==> src/shared/bsl_pkg.sv <==
// boot sequencer / image locator: shared constants, states and carriers
// assumes one 125 MHz core clock and synchronous active-low reset
package bsl_pkg;

  // clock and timing
  localparam int CLK_PERIOD_NS   = 8;      // core_clk period
  localparam int TRIM_SETTLE_NS  = 2000;   // least trim settle time
  localparam int TRIM_SETTLE_CYC = (TRIM_SETTLE_NS + CLK_PERIOD_NS - 1) / CLK_PERIOD_NS;
  localparam int PERSIST_NS      = 4000;   // least time a supply must stay valid
  localparam int PERSIST_CYC     = (PERSIST_NS + CLK_PERIOD_NS - 1) / CLK_PERIOD_NS;

  // flash layout
  localparam int             FL_AW        = 24;            // flash address width
  localparam int             FL_DW        = 32;            // flash word width
  localparam logic [23:0]    HDR_LOW_ADDR = 24'h00_0000;   // low header block
  localparam logic [23:0]    HDR_HIGH_ADDR = 24'h00_1000;  // high header block
  localparam logic [23:0]    HDR_PTR_OFS  = 24'h00_0000;   // region pointer word
  localparam logic [23:0]    HDR_OFFSET_OFS = 24'h00_0004; // application offset word
  localparam logic [23:0]    ERASED_PTR   = 24'hFF_FFFF;   // blank flash pointer
  localparam logic [23:0]    ZERO_PTR     = 24'h00_0000;   // null pointer

  // target address layout {01, strap2, strap1, 111}
  localparam logic [1:0]     TADDR_HI     = 2'h1;
  localparam logic [2:0]     TADDR_LO     = 3'h7;

  // sequencer states
  typedef enum logic [3:0] {
    ST_POR, ST_REGS, ST_TRIM, ST_SETTLE, ST_SUPPLY, ST_PERIPH, ST_ADDR,
    ST_HOST, ST_DBCHK, ST_DBPATH, ST_HPTR, ST_HOFF, ST_APPCHK, ST_RUN, ST_INVALID
  } bsl_state_t;

  // supply monitor levels
  typedef struct packed {
    logic regulator_ok;   // internal_regulator_out valid
    logic main_ok;        // main_supply_input valid
    logic bus_ok;         // bus supply valid
  } bsl_supply_t;

  // peripheral enables
  typedef struct packed {
    logic thermal;
    logic tsd;
    logic adc;
    logic crc;
    logic gpio;
    logic intc;           // interrupt_controller_block
  } bsl_periph_en_t;

  // flash word read request and answer
  typedef struct packed {
    logic             req;
    logic [FL_AW-1:0] addr;
  } bsl_flash_req_t;

  typedef struct packed {
    logic             valid;
    logic [FL_DW-1:0] data;
  } bsl_flash_rsp_t;

endpackage
==> src/logic/bsl_boot_seq.sv <==
// boot sequencer and application image locator
// assumes supply levels, straps and flash answers synchronous to core_clk;
// the flash word reader outside holds an answer for one cycle per request
//
// Overview of operation
// - hold core reset until regulator valid
// - reset regs, load trims, settle, then address
// - target address from two strap pins
// - enable fast clock, wait persistent supply
// - enable thermal and peripheral blocks before addressing
// - open limited host interface after addressing
// - dead battery: main invalid, bus valid
// - dead battery samples power select, configures path
// - headers at 0x000000 and 0x001000
// - firmware at region pointer plus offset
// - validate pointers and application code first
// - fall back to intact region after bad update
// - slow clock runs core in low power
// - invalid memory exposes debug wire interface
`timescale 1ns/1ps
`default_nettype none
module bsl_boot_seq
  import bsl_pkg::*;
#(
  parameter logic [31:0] APP_SIGNATURE = 32'hA5C3_5A3C,  // arbitrary marker value
  parameter int          PERSIST      = PERSIST_CYC,
  parameter int          TRIM_WAIT    = TRIM_SETTLE_CYC
) (
  input  wire logic                    core_clk,
  input  wire logic                    reset_n,
  input  wire bsl_pkg::bsl_supply_t    supplies,
  input  wire logic [1:0]              address_strap_pins,
  input  wire logic                    bus_power_path_select,
  input  wire logic                    low_power_req,
  input  wire bsl_pkg::bsl_flash_rsp_t flash_rsp,
  output logic                         core_reset,
  output logic                         regs_reset,
  output logic                         trim_load,
  output logic                         clk48_en,
  output logic                         slow_clk_sel,
  output bsl_pkg::bsl_periph_en_t      periph_en,
  output logic [6:0]                   target_address,
  output logic                         host_if_en,
  output logic                         dead_battery,
  output logic                         power_path_bus,
  output bsl_pkg::bsl_flash_req_t      flash_req,
  output logic [23:0]                  fw_base,
  output logic                         region_high,
  output logic                         boot_done,
  output logic                         invalid_memory,
  output logic                         debug_wire_en
);
  import bsl_pkg::*;

  localparam int TW = $clog2(TRIM_WAIT + 1);
  localparam logic [TW-1:0] TRIM_LAST = TW'(TRIM_WAIT - 1);

  // persistence filters for main and bus supply
  logic [1:0] sup_level;               // raw levels
  logic [1:0] sup_stable;              // filtered levels
  assign sup_level = {supplies.main_ok, supplies.bus_ok};

  genvar g;
  generate
    for (g = 0; g < 2; g++) begin : g_persist
      bsl_persist #(.COUNT(PERSIST)) u_persist (
        .core_clk (core_clk),
        .reset_n  (reset_n),
        .level    (sup_level[g]),
        .stable   (sup_stable[g])
      );
    end
  endgenerate

  // sequencer state
  bsl_state_t              state, next_state;
  logic [TW-1:0]           tcnt, next_tcnt;           // trim settle timer
  logic [23:0]             region_pointer, next_region_pointer;          // header word 0
  logic [23:0]             application_offset, next_application_offset;  // header word 1
  logic                    next_region_high;
  logic                    next_core_reset, next_regs_reset, next_trim_load;
  logic                    next_clk48_en, next_slow_clk_sel;
  bsl_periph_en_t          next_periph_en;
  logic [6:0]              next_target_address;
  logic                    next_host_if_en, next_dead_battery, next_power_path_bus;
  bsl_flash_req_t          next_flash_req;
  logic [23:0]             next_fw_base;
  logic                    next_boot_done, next_invalid_memory, next_debug_wire_en;
  logic [23:0]             hdr_base;                  // header of region under test
  logic [23:0]             app_addr;                  // pointer plus offset

  assign hdr_base = region_high ? HDR_HIGH_ADDR : HDR_LOW_ADDR;
  assign app_addr = region_pointer + application_offset;

  // next-state and output computation
  always_comb begin
    next_state          = state;
    next_tcnt           = tcnt;
    next_region_pointer = region_pointer;
    next_application_offset = application_offset;
    next_region_high    = region_high;
    next_core_reset     = core_reset;
    next_regs_reset     = 1'b0;
    next_trim_load      = 1'b0;
    next_clk48_en       = clk48_en;
    next_slow_clk_sel   = slow_clk_sel;
    next_periph_en      = periph_en;
    next_target_address = target_address;
    next_host_if_en     = host_if_en;
    next_dead_battery   = dead_battery;
    next_power_path_bus = power_path_bus;
    next_flash_req      = flash_req;
    next_fw_base        = fw_base;
    next_boot_done      = boot_done;
    next_invalid_memory = invalid_memory;
    next_debug_wire_en  = debug_wire_en;
    case (state)
      // core held in reset until the regulator is valid
      ST_POR: begin
        next_core_reset = 1'b1;
        if (supplies.regulator_ok) begin
          next_core_reset = 1'b0;
          next_regs_reset = 1'b1;
          next_state      = ST_REGS;
        end
      end
      // internal registers reset, then trims loaded
      ST_REGS: begin
        next_trim_load = 1'b1;
        next_tcnt      = '0;
        next_state     = ST_TRIM;
      end
      // trim load pulse done, start settle timer
      ST_TRIM: begin
        next_state = ST_SETTLE;
      end
      // wait for trims to settle
      ST_SETTLE: begin
        if (tcnt == TRIM_LAST) begin
          next_clk48_en = 1'b1;
          next_state    = ST_SUPPLY;
        end else begin
          next_tcnt = tcnt + 1'b1;
        end
      end
      // hold until the powering supply is persistent
      ST_SUPPLY: begin
        if (|sup_stable) begin
          next_state = ST_PERIPH;
        end
      end
      // thermal, converter, crc, gpio and interrupt block together
      ST_PERIPH: begin
        next_periph_en = '1;
        next_state     = ST_ADDR;
      end
      // target address from the straps
      ST_ADDR: begin
        next_target_address = {TADDR_HI, address_strap_pins[1],
                               address_strap_pins[0], TADDR_LO};
        next_state          = ST_HOST;
      end
      // limited host interface once addressed
      ST_HOST: begin
        next_host_if_en = 1'b1;
        next_state      = ST_DBCHK;
      end
      // classify the boot cause
      ST_DBCHK: begin
        if (!supplies.main_ok && supplies.bus_ok) begin
          next_dead_battery = 1'b1;
          next_state        = ST_DBPATH;
        end else begin
          next_flash_req = '{req: 1'b1, addr: HDR_LOW_ADDR + HDR_PTR_OFS};
          next_state     = ST_HPTR;
        end
      end
      // dead battery: route power from the select pin
      ST_DBPATH: begin
        next_power_path_bus = !bus_power_path_select;
        next_flash_req      = '{req: 1'b1, addr: HDR_LOW_ADDR + HDR_PTR_OFS};
        next_state          = ST_HPTR;
      end
      // header region pointer word
      ST_HPTR: begin
        if (flash_rsp.valid) begin
          next_region_pointer = flash_rsp.data[23:0];
          next_flash_req      = '{req: 1'b1, addr: hdr_base + HDR_OFFSET_OFS};
          next_state     = ST_HOFF;
        end
      end
      // header offset word, then reject blank or null pointers
      ST_HOFF: begin
        if (flash_rsp.valid) begin
          next_application_offset = flash_rsp.data[23:0];
          if (region_pointer == ERASED_PTR || region_pointer == ZERO_PTR) begin
            next_flash_req.req = 1'b0;
            next_state         = ST_APPCHK;
          end else begin
            next_flash_req = '{req: 1'b1, addr: region_pointer + flash_rsp.data[23:0]};
            next_state     = ST_APPCHK;
          end
        end
      end
      // check application marker; fall back or give up
      ST_APPCHK: begin
        if (!flash_req.req || flash_rsp.valid) begin
          next_flash_req.req = 1'b0;
          if (flash_req.req && flash_rsp.data == APP_SIGNATURE) begin
            next_fw_base   = app_addr;
            next_boot_done = 1'b1;
            next_state     = ST_RUN;
          end else if (!region_high) begin
            next_region_high = 1'b1;
            next_flash_req   = '{req: 1'b1, addr: HDR_HIGH_ADDR + HDR_PTR_OFS};
            next_state       = ST_HPTR;
          end else begin
            next_invalid_memory = 1'b1;
            next_debug_wire_en  = 1'b1;
            next_state          = ST_INVALID;
          end
        end
      end
      // running: slow clock carries the core in low power
      ST_RUN: begin
        next_slow_clk_sel = low_power_req;
        next_clk48_en     = !low_power_req;
      end
      // stay here with debug wire exposed
      ST_INVALID: begin
        next_debug_wire_en = 1'b1;
      end
      default: begin
        next_state = ST_POR;
      end
    endcase
    // loss of the regulator restarts the whole boot
    if (!supplies.regulator_ok) begin
      next_state          = ST_POR;
      next_core_reset     = 1'b1;
      next_clk48_en       = 1'b0;
      next_slow_clk_sel   = 1'b0;
      next_periph_en      = '0;
      next_host_if_en     = 1'b0;
      next_flash_req      = '0;
      next_boot_done      = 1'b0;
      next_invalid_memory = 1'b0;
      next_debug_wire_en  = 1'b0;
      next_region_high    = 1'b0;
      next_dead_battery   = 1'b0;
      next_power_path_bus = 1'b0;
    end
  end

  // registers
  always_ff @(posedge core_clk) begin
    if (!reset_n) begin
      state          <= ST_POR;
      tcnt           <= '0;
      region_pointer <= '0;
      application_offset <= '0;
      region_high    <= 1'b0;
      core_reset     <= 1'b1;
      regs_reset     <= 1'b0;
      trim_load      <= 1'b0;
      clk48_en       <= 1'b0;
      slow_clk_sel   <= 1'b0;
      periph_en      <= '0;
      target_address <= '0;
      host_if_en     <= 1'b0;
      dead_battery   <= 1'b0;
      power_path_bus <= 1'b0;
      flash_req      <= '0;
      fw_base        <= '0;
      boot_done      <= 1'b0;
      invalid_memory <= 1'b0;
      debug_wire_en  <= 1'b0;
    end else begin
      state          <= next_state;
      tcnt           <= next_tcnt;
      region_pointer <= next_region_pointer;
      application_offset <= next_application_offset;
      region_high    <= next_region_high;
      core_reset     <= next_core_reset;
      regs_reset     <= next_regs_reset;
      trim_load      <= next_trim_load;
      clk48_en       <= next_clk48_en;
      slow_clk_sel   <= next_slow_clk_sel;
      periph_en      <= next_periph_en;
      target_address <= next_target_address;
      host_if_en     <= next_host_if_en;
      dead_battery   <= next_dead_battery;
      power_path_bus <= next_power_path_bus;
      flash_req      <= next_flash_req;
      fw_base        <= next_fw_base;
      boot_done      <= next_boot_done;
      invalid_memory <= next_invalid_memory;
      debug_wire_en  <= next_debug_wire_en;
    end
  end
endmodule
`default_nettype wire

==> src/logic/bsl_persist.sv <==
// persistence filter: output rises once input held high for a full count
// assumes input synchronous to core_clk
`timescale 1ns/1ps
`default_nettype none
module bsl_persist #(
  parameter int COUNT = bsl_pkg::PERSIST_CYC  // cycles the input must stay high
) (
  input  wire logic core_clk,
  input  wire logic reset_n,
  input  wire logic level,
  output logic      stable
);
  localparam int CW = $clog2(COUNT + 1);
  localparam logic [CW-1:0] CMAX = CW'(COUNT);

  logic [CW-1:0] cnt;                // cycles seen high
  logic [CW-1:0] next_cnt;
  logic          next_stable;

  // count up while high, restart on any drop
  always_comb begin
    next_cnt    = cnt;
    next_stable = 1'b0;
    if (!level) begin
      next_cnt = '0;
    end else if (cnt != CMAX) begin
      next_cnt = cnt + 1'b1;
    end
    next_stable = level && (next_cnt == CMAX);
  end

  // registers
  always_ff @(posedge core_clk) begin
    if (!reset_n) begin
      cnt    <= '0;
      stable <= 1'b0;
    end else begin
      cnt    <= next_cnt;
      stable <= next_stable;
    end
  end
endmodule
`default_nettype wire

==> config.mk <==
export PLATFORM = sky130hd
export DESIGN_NAME = bsl_boot_seq
export DESIGN_NICKNAME = d
export VERILOG_FILES = /design/src/shared/bsl_pkg.sv /design/src/logic/bsl_boot_seq.sv /design/src/logic/bsl_persist.sv
export SDC_FILE = /design/constraint.sdc
export NUM_CORES = 1
export LEC_CHECK = 0
export ABC_CLOCK_PERIOD_IN_PS = 7900
export BUFFER_PORTS_ARGS = -buffer_cell sky130_fd_sc_hd__buf_2
export CAP_MARGIN = 20
export CELL_PAD_IN_SITES_DETAIL_PLACEMENT = 1
export CELL_PAD_IN_SITES_GLOBAL_PLACEMENT = 1
export CORE_ASPECT_RATIO = 0.8
export CORE_MARGIN = 2
export CORE_UTILIZATION = 47
export CTS_CLUSTER_SIZE = 10
export DETAILED_ROUTE_END_ITERATION = 8
export GPL_TIMING_DRIVEN = 0
export PLACE_DENSITY_LB_ADDON = 0.15
export SETUP_SLACK_MARGIN = 0.02
export SYNTH_ARGS = -nofsm -noshare
export SYNTH_HDL_FRONTEND = slang
export SYNTH_SLANG_ARGS = --single-unit
==> constraint.sdc <==
create_clock -name core_clk -period 7.9 [get_ports core_clk]
set_clock_uncertainty 0.1 [all_clocks]
set_input_delay 0.79 -clock core_clk [delete_from_list [all_inputs] [get_ports core_clk]]
set_output_delay 0.79 -clock core_clk [all_outputs]
set_load 0.1 [all_outputs]
Word-level counts from Yosys, hierarchy flattened
Cells that the tools add are included.
{ "word_totals": {"latch_bits": 0, "memories": 0, "register_bits": 148, "rom_bits": 0, "out_inout_bits": 74, "elab_cells": 130, "mem_bits_rw": 0} }
{ "classes": {"n_eq_ne": 32, "bitwise": 2, "n_addsub": 6, "n_mul": 0, "shifts": 0, "div": 0, "order_cmp": 0, "muxes": 33, "reduce_logical": 32} }
{ "ops": {"columns": ["operator", "count"], "rows": [
  ["$mux 25", 6],
  ["$pmux 25 s5", 1],
  ["$pmux 4 s14", 1],
  ["$add 24x24->24", 2],
  ["$mux 9", 4],
  ["$eq 32x32->1 const B", 1],
  ["$eq 4x4->1 const B", 7],
  ["$eq 24x24->1 const B", 1],
  ["$logic_not 24->1", 1],
  ["$mux 24", 1],
  ["$ne 2x2->1 const B", 11],
  ["$mux 4", 5],
  ["$add 9x1->9 const B", 2],
  ["$eq 9x9->1 const B", 2],
  ["$ne 9x9->1 const B", 2],
  ["$eq 4x3->1 const B", 4],
  ["$pmux 8 s2", 1],
  ["$add 13x3->14 const B", 1],
  ["$reduce_and 2->1", 7],
  ["$mux 13", 1],
  ["$add 8x1->8 const B", 1],
  ["$eq 4x2->1 const B", 2],
  ["$eq 8x8->1 const B", 1],
  ["$mux 8", 1],
  ["18 further kinds", 39]
]} }

Logic depth before layout (Yosys ltp)
{ "logic_depth": {"depth_word": 5, "depth_mapped": 11, "mapped_depth_nobuf": 11} }

Hierarchy
From an unflattened synthesis, not the netlist that was laid out.
{ "unflattened": {"cells_unflattened": 1024, "hier_area_um2": 8140.3} }
{ "modules_own_cells": {"columns": ["module", "instances", "area_each_um2", "seq_area_each_um2", "cells_per_inst"], "rows": [
  ["bsl_boot_seq", 1, 7081.8, 2502.4, 903],
  ["bsl_persist at g_persist[0].u_persist", 1, 573.0, 200.2, 66],
  ["bsl_persist at g_persist[1].u_persist", 1, 485.5, 200.2, 55]
]} }

Worst setup path before layout
OpenSTA, ideal clock, no wires.
{ "synth_timing": {"path_type": "input-to-reg", "from": "in flash_rsp[11] (netlist bit)", "to": "reg flash_req[22] (netlist bit)", "slack_ns": 5.109, "n_path_buf": 0, "cell_stages": 9, "arrival_time_ns": 2.625, "setup_ns": 0.065, "cell_sequence": "ha_1 -> a211oi_1 -> nor2_1 -> o311a_1 -> o21a_1 -> o31ai_4 -> o21ai_1 -> or3_1 -> nand3_1"} }
{ "synth_between": {"elab_chain_len": 4, "word_cells_on_any_way": 8} }
{ "synth_rtl": {"columns": ["item", "line_no", "rtl"], "rows": [
  ["start: declaration", "bsl_boot_seq.sv:35", "input wire bsl_pkg::bsl_flash_rsp_t flash_rsp,"],
  ["$add 24x24->24 or $eq 32x32->1 (tied branches)", "bsl_boot_seq.sv:200, bsl_boot_seq.sv:209", null],
  ["$mux 24 or $logic_and 1x1->1 (tied branches)", "bsl_boot_seq.sv:196, bsl_boot_seq.sv:209", null],
  ["$mux 25 or $ne 2x2->1 (tied branches)", null, null],
  ["$pmux 25 s5 or $reduce_and 8->1 (tied branches)", null, null],
  ["end signal: assignment", "bsl_boot_seq.sv:294", "flash_req <= next_flash_req;"],
  ["end: declaration", "bsl_boot_seq.sv:46", "output bsl_pkg::bsl_flash_req_t flash_req,"]
]} }
Several ways; a longest one is shown, not always the timed one. The select of a mux whose other input is x is not followed.
A chain may end at the register's enable or synchronous reset.

Worst setup path after layout
{ "layout_timing": {"from": "reg region_pointer[0]", "to": "reg fw_base[22]"} }
{ "layout_between": {"elab_chain_len": 1} }
{ "layout_rtl": {"columns": ["item", "line_no", "rtl"], "rows": [
  ["start: declaration", "bsl_boot_seq.sv:78", "logic [23:0] region_pointer, next_region_pointer;"],
  ["start signal: assignment", "bsl_boot_seq.sv:281", "region_pointer <= next_region_pointer;"],
  ["$add 24x24->24", "bsl_boot_seq.sv:93", "assign app_addr = region_pointer + application_offset;"],
  ["end signal: assignment", "bsl_boot_seq.sv:295", "fw_base <= next_fw_base;"],
  ["end: declaration", "bsl_boot_seq.sv:47", "output logic [23:0] fw_base,"]
]} }
No other way between the ends.

==> reports/metrics.yaml <==
critical_path:
  critPathMaxFanout: 5
  cp.required_ns: 8.13
  cp-start-kind: "register"
  cp_cell_sequence: "ha_1, fa_1, a211oi_1, o21ai_0, a211oi_2, o311ai_2, a311oi_2, xor2_1, o21ai_0, and2_1"
  critPathBufInv: 0
  critPathMaxStageDelay_ns: 0.45
  crit_family: "compound AO/OA/AOI/OAI gates"
  cp_slowest_cell: "fa_1"
  critical_path_class: "reg -> reg"
  end_kind: "register"
  arrival_ns: 3.40
  crit_top_cell: "o21ai_0"
  r2r_setup_slack_ns: 4.73
finish:
  nNetsFinal: 1271
  utilization_pct: 56.5
  final_cell_mix: "180 x nand2_1, 145 x dfxtp_1, 126 x buf_2"
  syn2layout_area_growth_pct: 17.3
  drive_gt1_share_pct: 15.7
  diodes: 0
  design_area_um2: 9850
  final_cells: 1413
  final_common_cell: "nand2_1"
global_route:
  grt_first_pass_wirelength_um: 44600
  antenna_found_initial: 0
  grt_max_degree: 17
  grt_pass1_vias: 8189
  grt_overflow_total: 0
  track_usage_pct: 29.9
route:
  wirelength_um: 28000
  route.detailed.drc: 0
  drtAntennaViolNets: 0
  drtIter0Drc: 672
  avgViaCountPerCell: 5.98
  vias: 8453
  post_drt_wl_per_cell_um: 19.8
  dr.pass1.iters: 5
power_and_ir_drop:
  p_seq_share_pct: 44.2
  p_total_mw: 1.67
  p_per_area_nw_per_um2: 169
  peakVddDrop_v: 0.000144
  power_frac_comb_pct: 5.8
  internal_power_mw: 1.25
  p_clk_share_pct: 50.0
  sw_frac_of_total_pct: 25.0
  netSwitchingPower_mw: 0.416
  p_leak_nw: 4.07
synth:
  synth_cell_types: 78
  yosysTopAreaCell: "dfxtp_1"
  synth_area_leaders: "dfxtp_1 35%, nand2_1 8.0%, ha_1 7.7%"
  synth_edf_count: 0
  syn_inst: 1042
  syn_area_per_cell_um2: 8.06
  seq_area_frac_synth_pct: 34.6
  synth-seq-cells: 145
  syn-cell-area_um2: 8400
  async_flop_share_pct: 0
  syn-num-nets: 1138
  synth_top_area_share_pct: 34.6
  ys_warn_count: 0
  synth_ff_type: "dfxtp_1"
placement:
  dpl-instance-area_um2: 9250
  routabilityCongestion: 0.863
  post-dp-hpwl_um: 21100
  placed_cells: 1381
  portBuffers: 114
sta:
  finalSetupViolations: 0
  maxSlewViolCount: 0
  fin_crit_sh_pct: 40.1
  relSlewSlack_pct: 40.8
  finalSetupTns_ns: 0
  rsz0062_at_grt: "false"
  max_freq_mhz: 315
  period_minus_slack_ns: 3.17
  hold_viol: 0
  worstMarginPinSlew_ns: 0.881
floorplan:
  dieArea_um2: 19000
  rows: 43
  coreArea_um2: 17400
  die_h_um: 124
  ios: 116
  die_w_um: 153
  initial_core_util_pct: 48.2
clocking:
  cts_root_buf: "clkbuf_16"
  tritoncts.num_buffers: 17
  post_cts_resized: 0
  hold_buffers: 0
  clock_sinks: 145
  clock_path_buffers: 2
  insertion_delay_ns: 0.43
  tritoncts: "done"
  cts-htree-levels: 4
  clk_pin_slew_ns: 0.06
  post_cts_buffers: 0
run_status:
  outcome: "finished, final reports clean"
hold_path:
  hold_path.class: "reg -> reg"
job:
  maxCapViolations: 0
-- cells by family after synthesis --
| family | after synthesis | share of synthesized area, % |
|---|---|---|
| buf+inv | 76 | 4.08 |
| fa+ha+maj | 54 | 8.23 |
| mux | 7 | 0.849 |
| flops | 145 | 34.6 |
| simple gates | 450 | 25.7 |
| other cells | 1 | 0.0447 |
| xor+xnor | 48 | 5.01 |
| compound gates | 261 | 21.5 |
-- cell usage after synthesis, drive strengths merged, types with 8 or more instances --
master  number
nand2      180
dfxtp      145
nor2        79
a21boi      60
a21oi       55
ha          52
nand3       44
o21ai       44
clkbuf      34
xor2        28
nor3        26
buf         23
nand4       23
xnor2       20
inv         19
a21o        15
nor4        15
a31oi       14
and2        14
nor2b       14
and3        13
or3         12
a211oi      11
o21a         9
nand2b       8
-- worst min-delay path: stages (launching register included) --
cell and delay, ns:
dfxtp_1 0.31, nand2_1 0.05, a21oi_1 0.05
-- final cells by class --
cell class | count | area [µm²]
plain buffers | 57 | 272
well taps | 225 | 282
clock buffers | 19 | 453
inverters | 19 | 71.3
multi-input cells | 821 | 5150
flip-flops and latches | 145 | 2900
clock inverters | 13 | 151
repair buffers | 114 | 571
fillers | 2229 | 7580
-- power groups by stage --
stage | combinational (mW) | clock [mW] | sequential, mW
2_1_floorplan | 0.0450 | 0 | 0.759
3_3_place_gp | 0.0920 | 0 | 0.752
3_5_place_dp | 0.0940 | 0 | 0.752
4_1_cts | 0.0947 | 0.846 | 0.736
5_1_grt | 0.103 | 0.876 | 0.736
6_report | 0.0961 | 0.834 | 0.736
-- layer usage --
layer	wire, µm	vias to the layer above	part of all wire (%)	track usage [%]
li1	-	3993	-	-
met1	13400	4147	48	42.2
met2	12100	261	43	46.1
met3	1720	52	6.1	5.54
met4	854	0	3.0	10.7
met5	0	-	0	0
-- stage by stage --
| stage | worst slack [ns] | hold WS, ns |
|---|---|---|
| after global placement | 4.66 | 0.343 |
| after global routing | 4.53 | 0.390 |
| after detailed placement | 4.58 | 0.352 |
| after CTS | 4.77 | 0.362 |
| final | 4.73 | 0.358 |
| after floorplan | 5.11 | 0.347 |
-- worst paths after layout --
path	start	end	depth (start not counted)
max	region_pointer[0]$_SDFFE_PN0P_	fw_base[22]$_SDFFE_PN0P_	10
min	slow_clk_sel$_SDFFE_PN0P_	slow_clk_sel$_SDFFE_PN0P_	2
max reg2reg	region_pointer[0]$_SDFFE_PN0P_	fw_base[22]$_SDFFE_PN0P_	10
min reg2reg	slow_clk_sel$_SDFFE_PN0P_	slow_clk_sel$_SDFFE_PN0P_	2
-- state kept, by name (all words and copies together) (netlist names) --
register                    flops
flash_req                      25
application_offset             24
fw_base                        24
region_pointer                 24
g_persist.u_persist.cnt        18
tcnt                            8
state                           4
target_address                  3
g_persist.u_persist.stable      2
boot_done                       1
clk48_en                        1
core_reset                      1
dead_battery                    1
debug_wire_en                   1
host_if_en                      1
invalid_memory                  1
periph_en                       1
power_path_bus                  1
region_high                     1
regs_reset                      1
slow_clk_sel                    1
trim_load                       1
(Power assumes the default switching activity.)
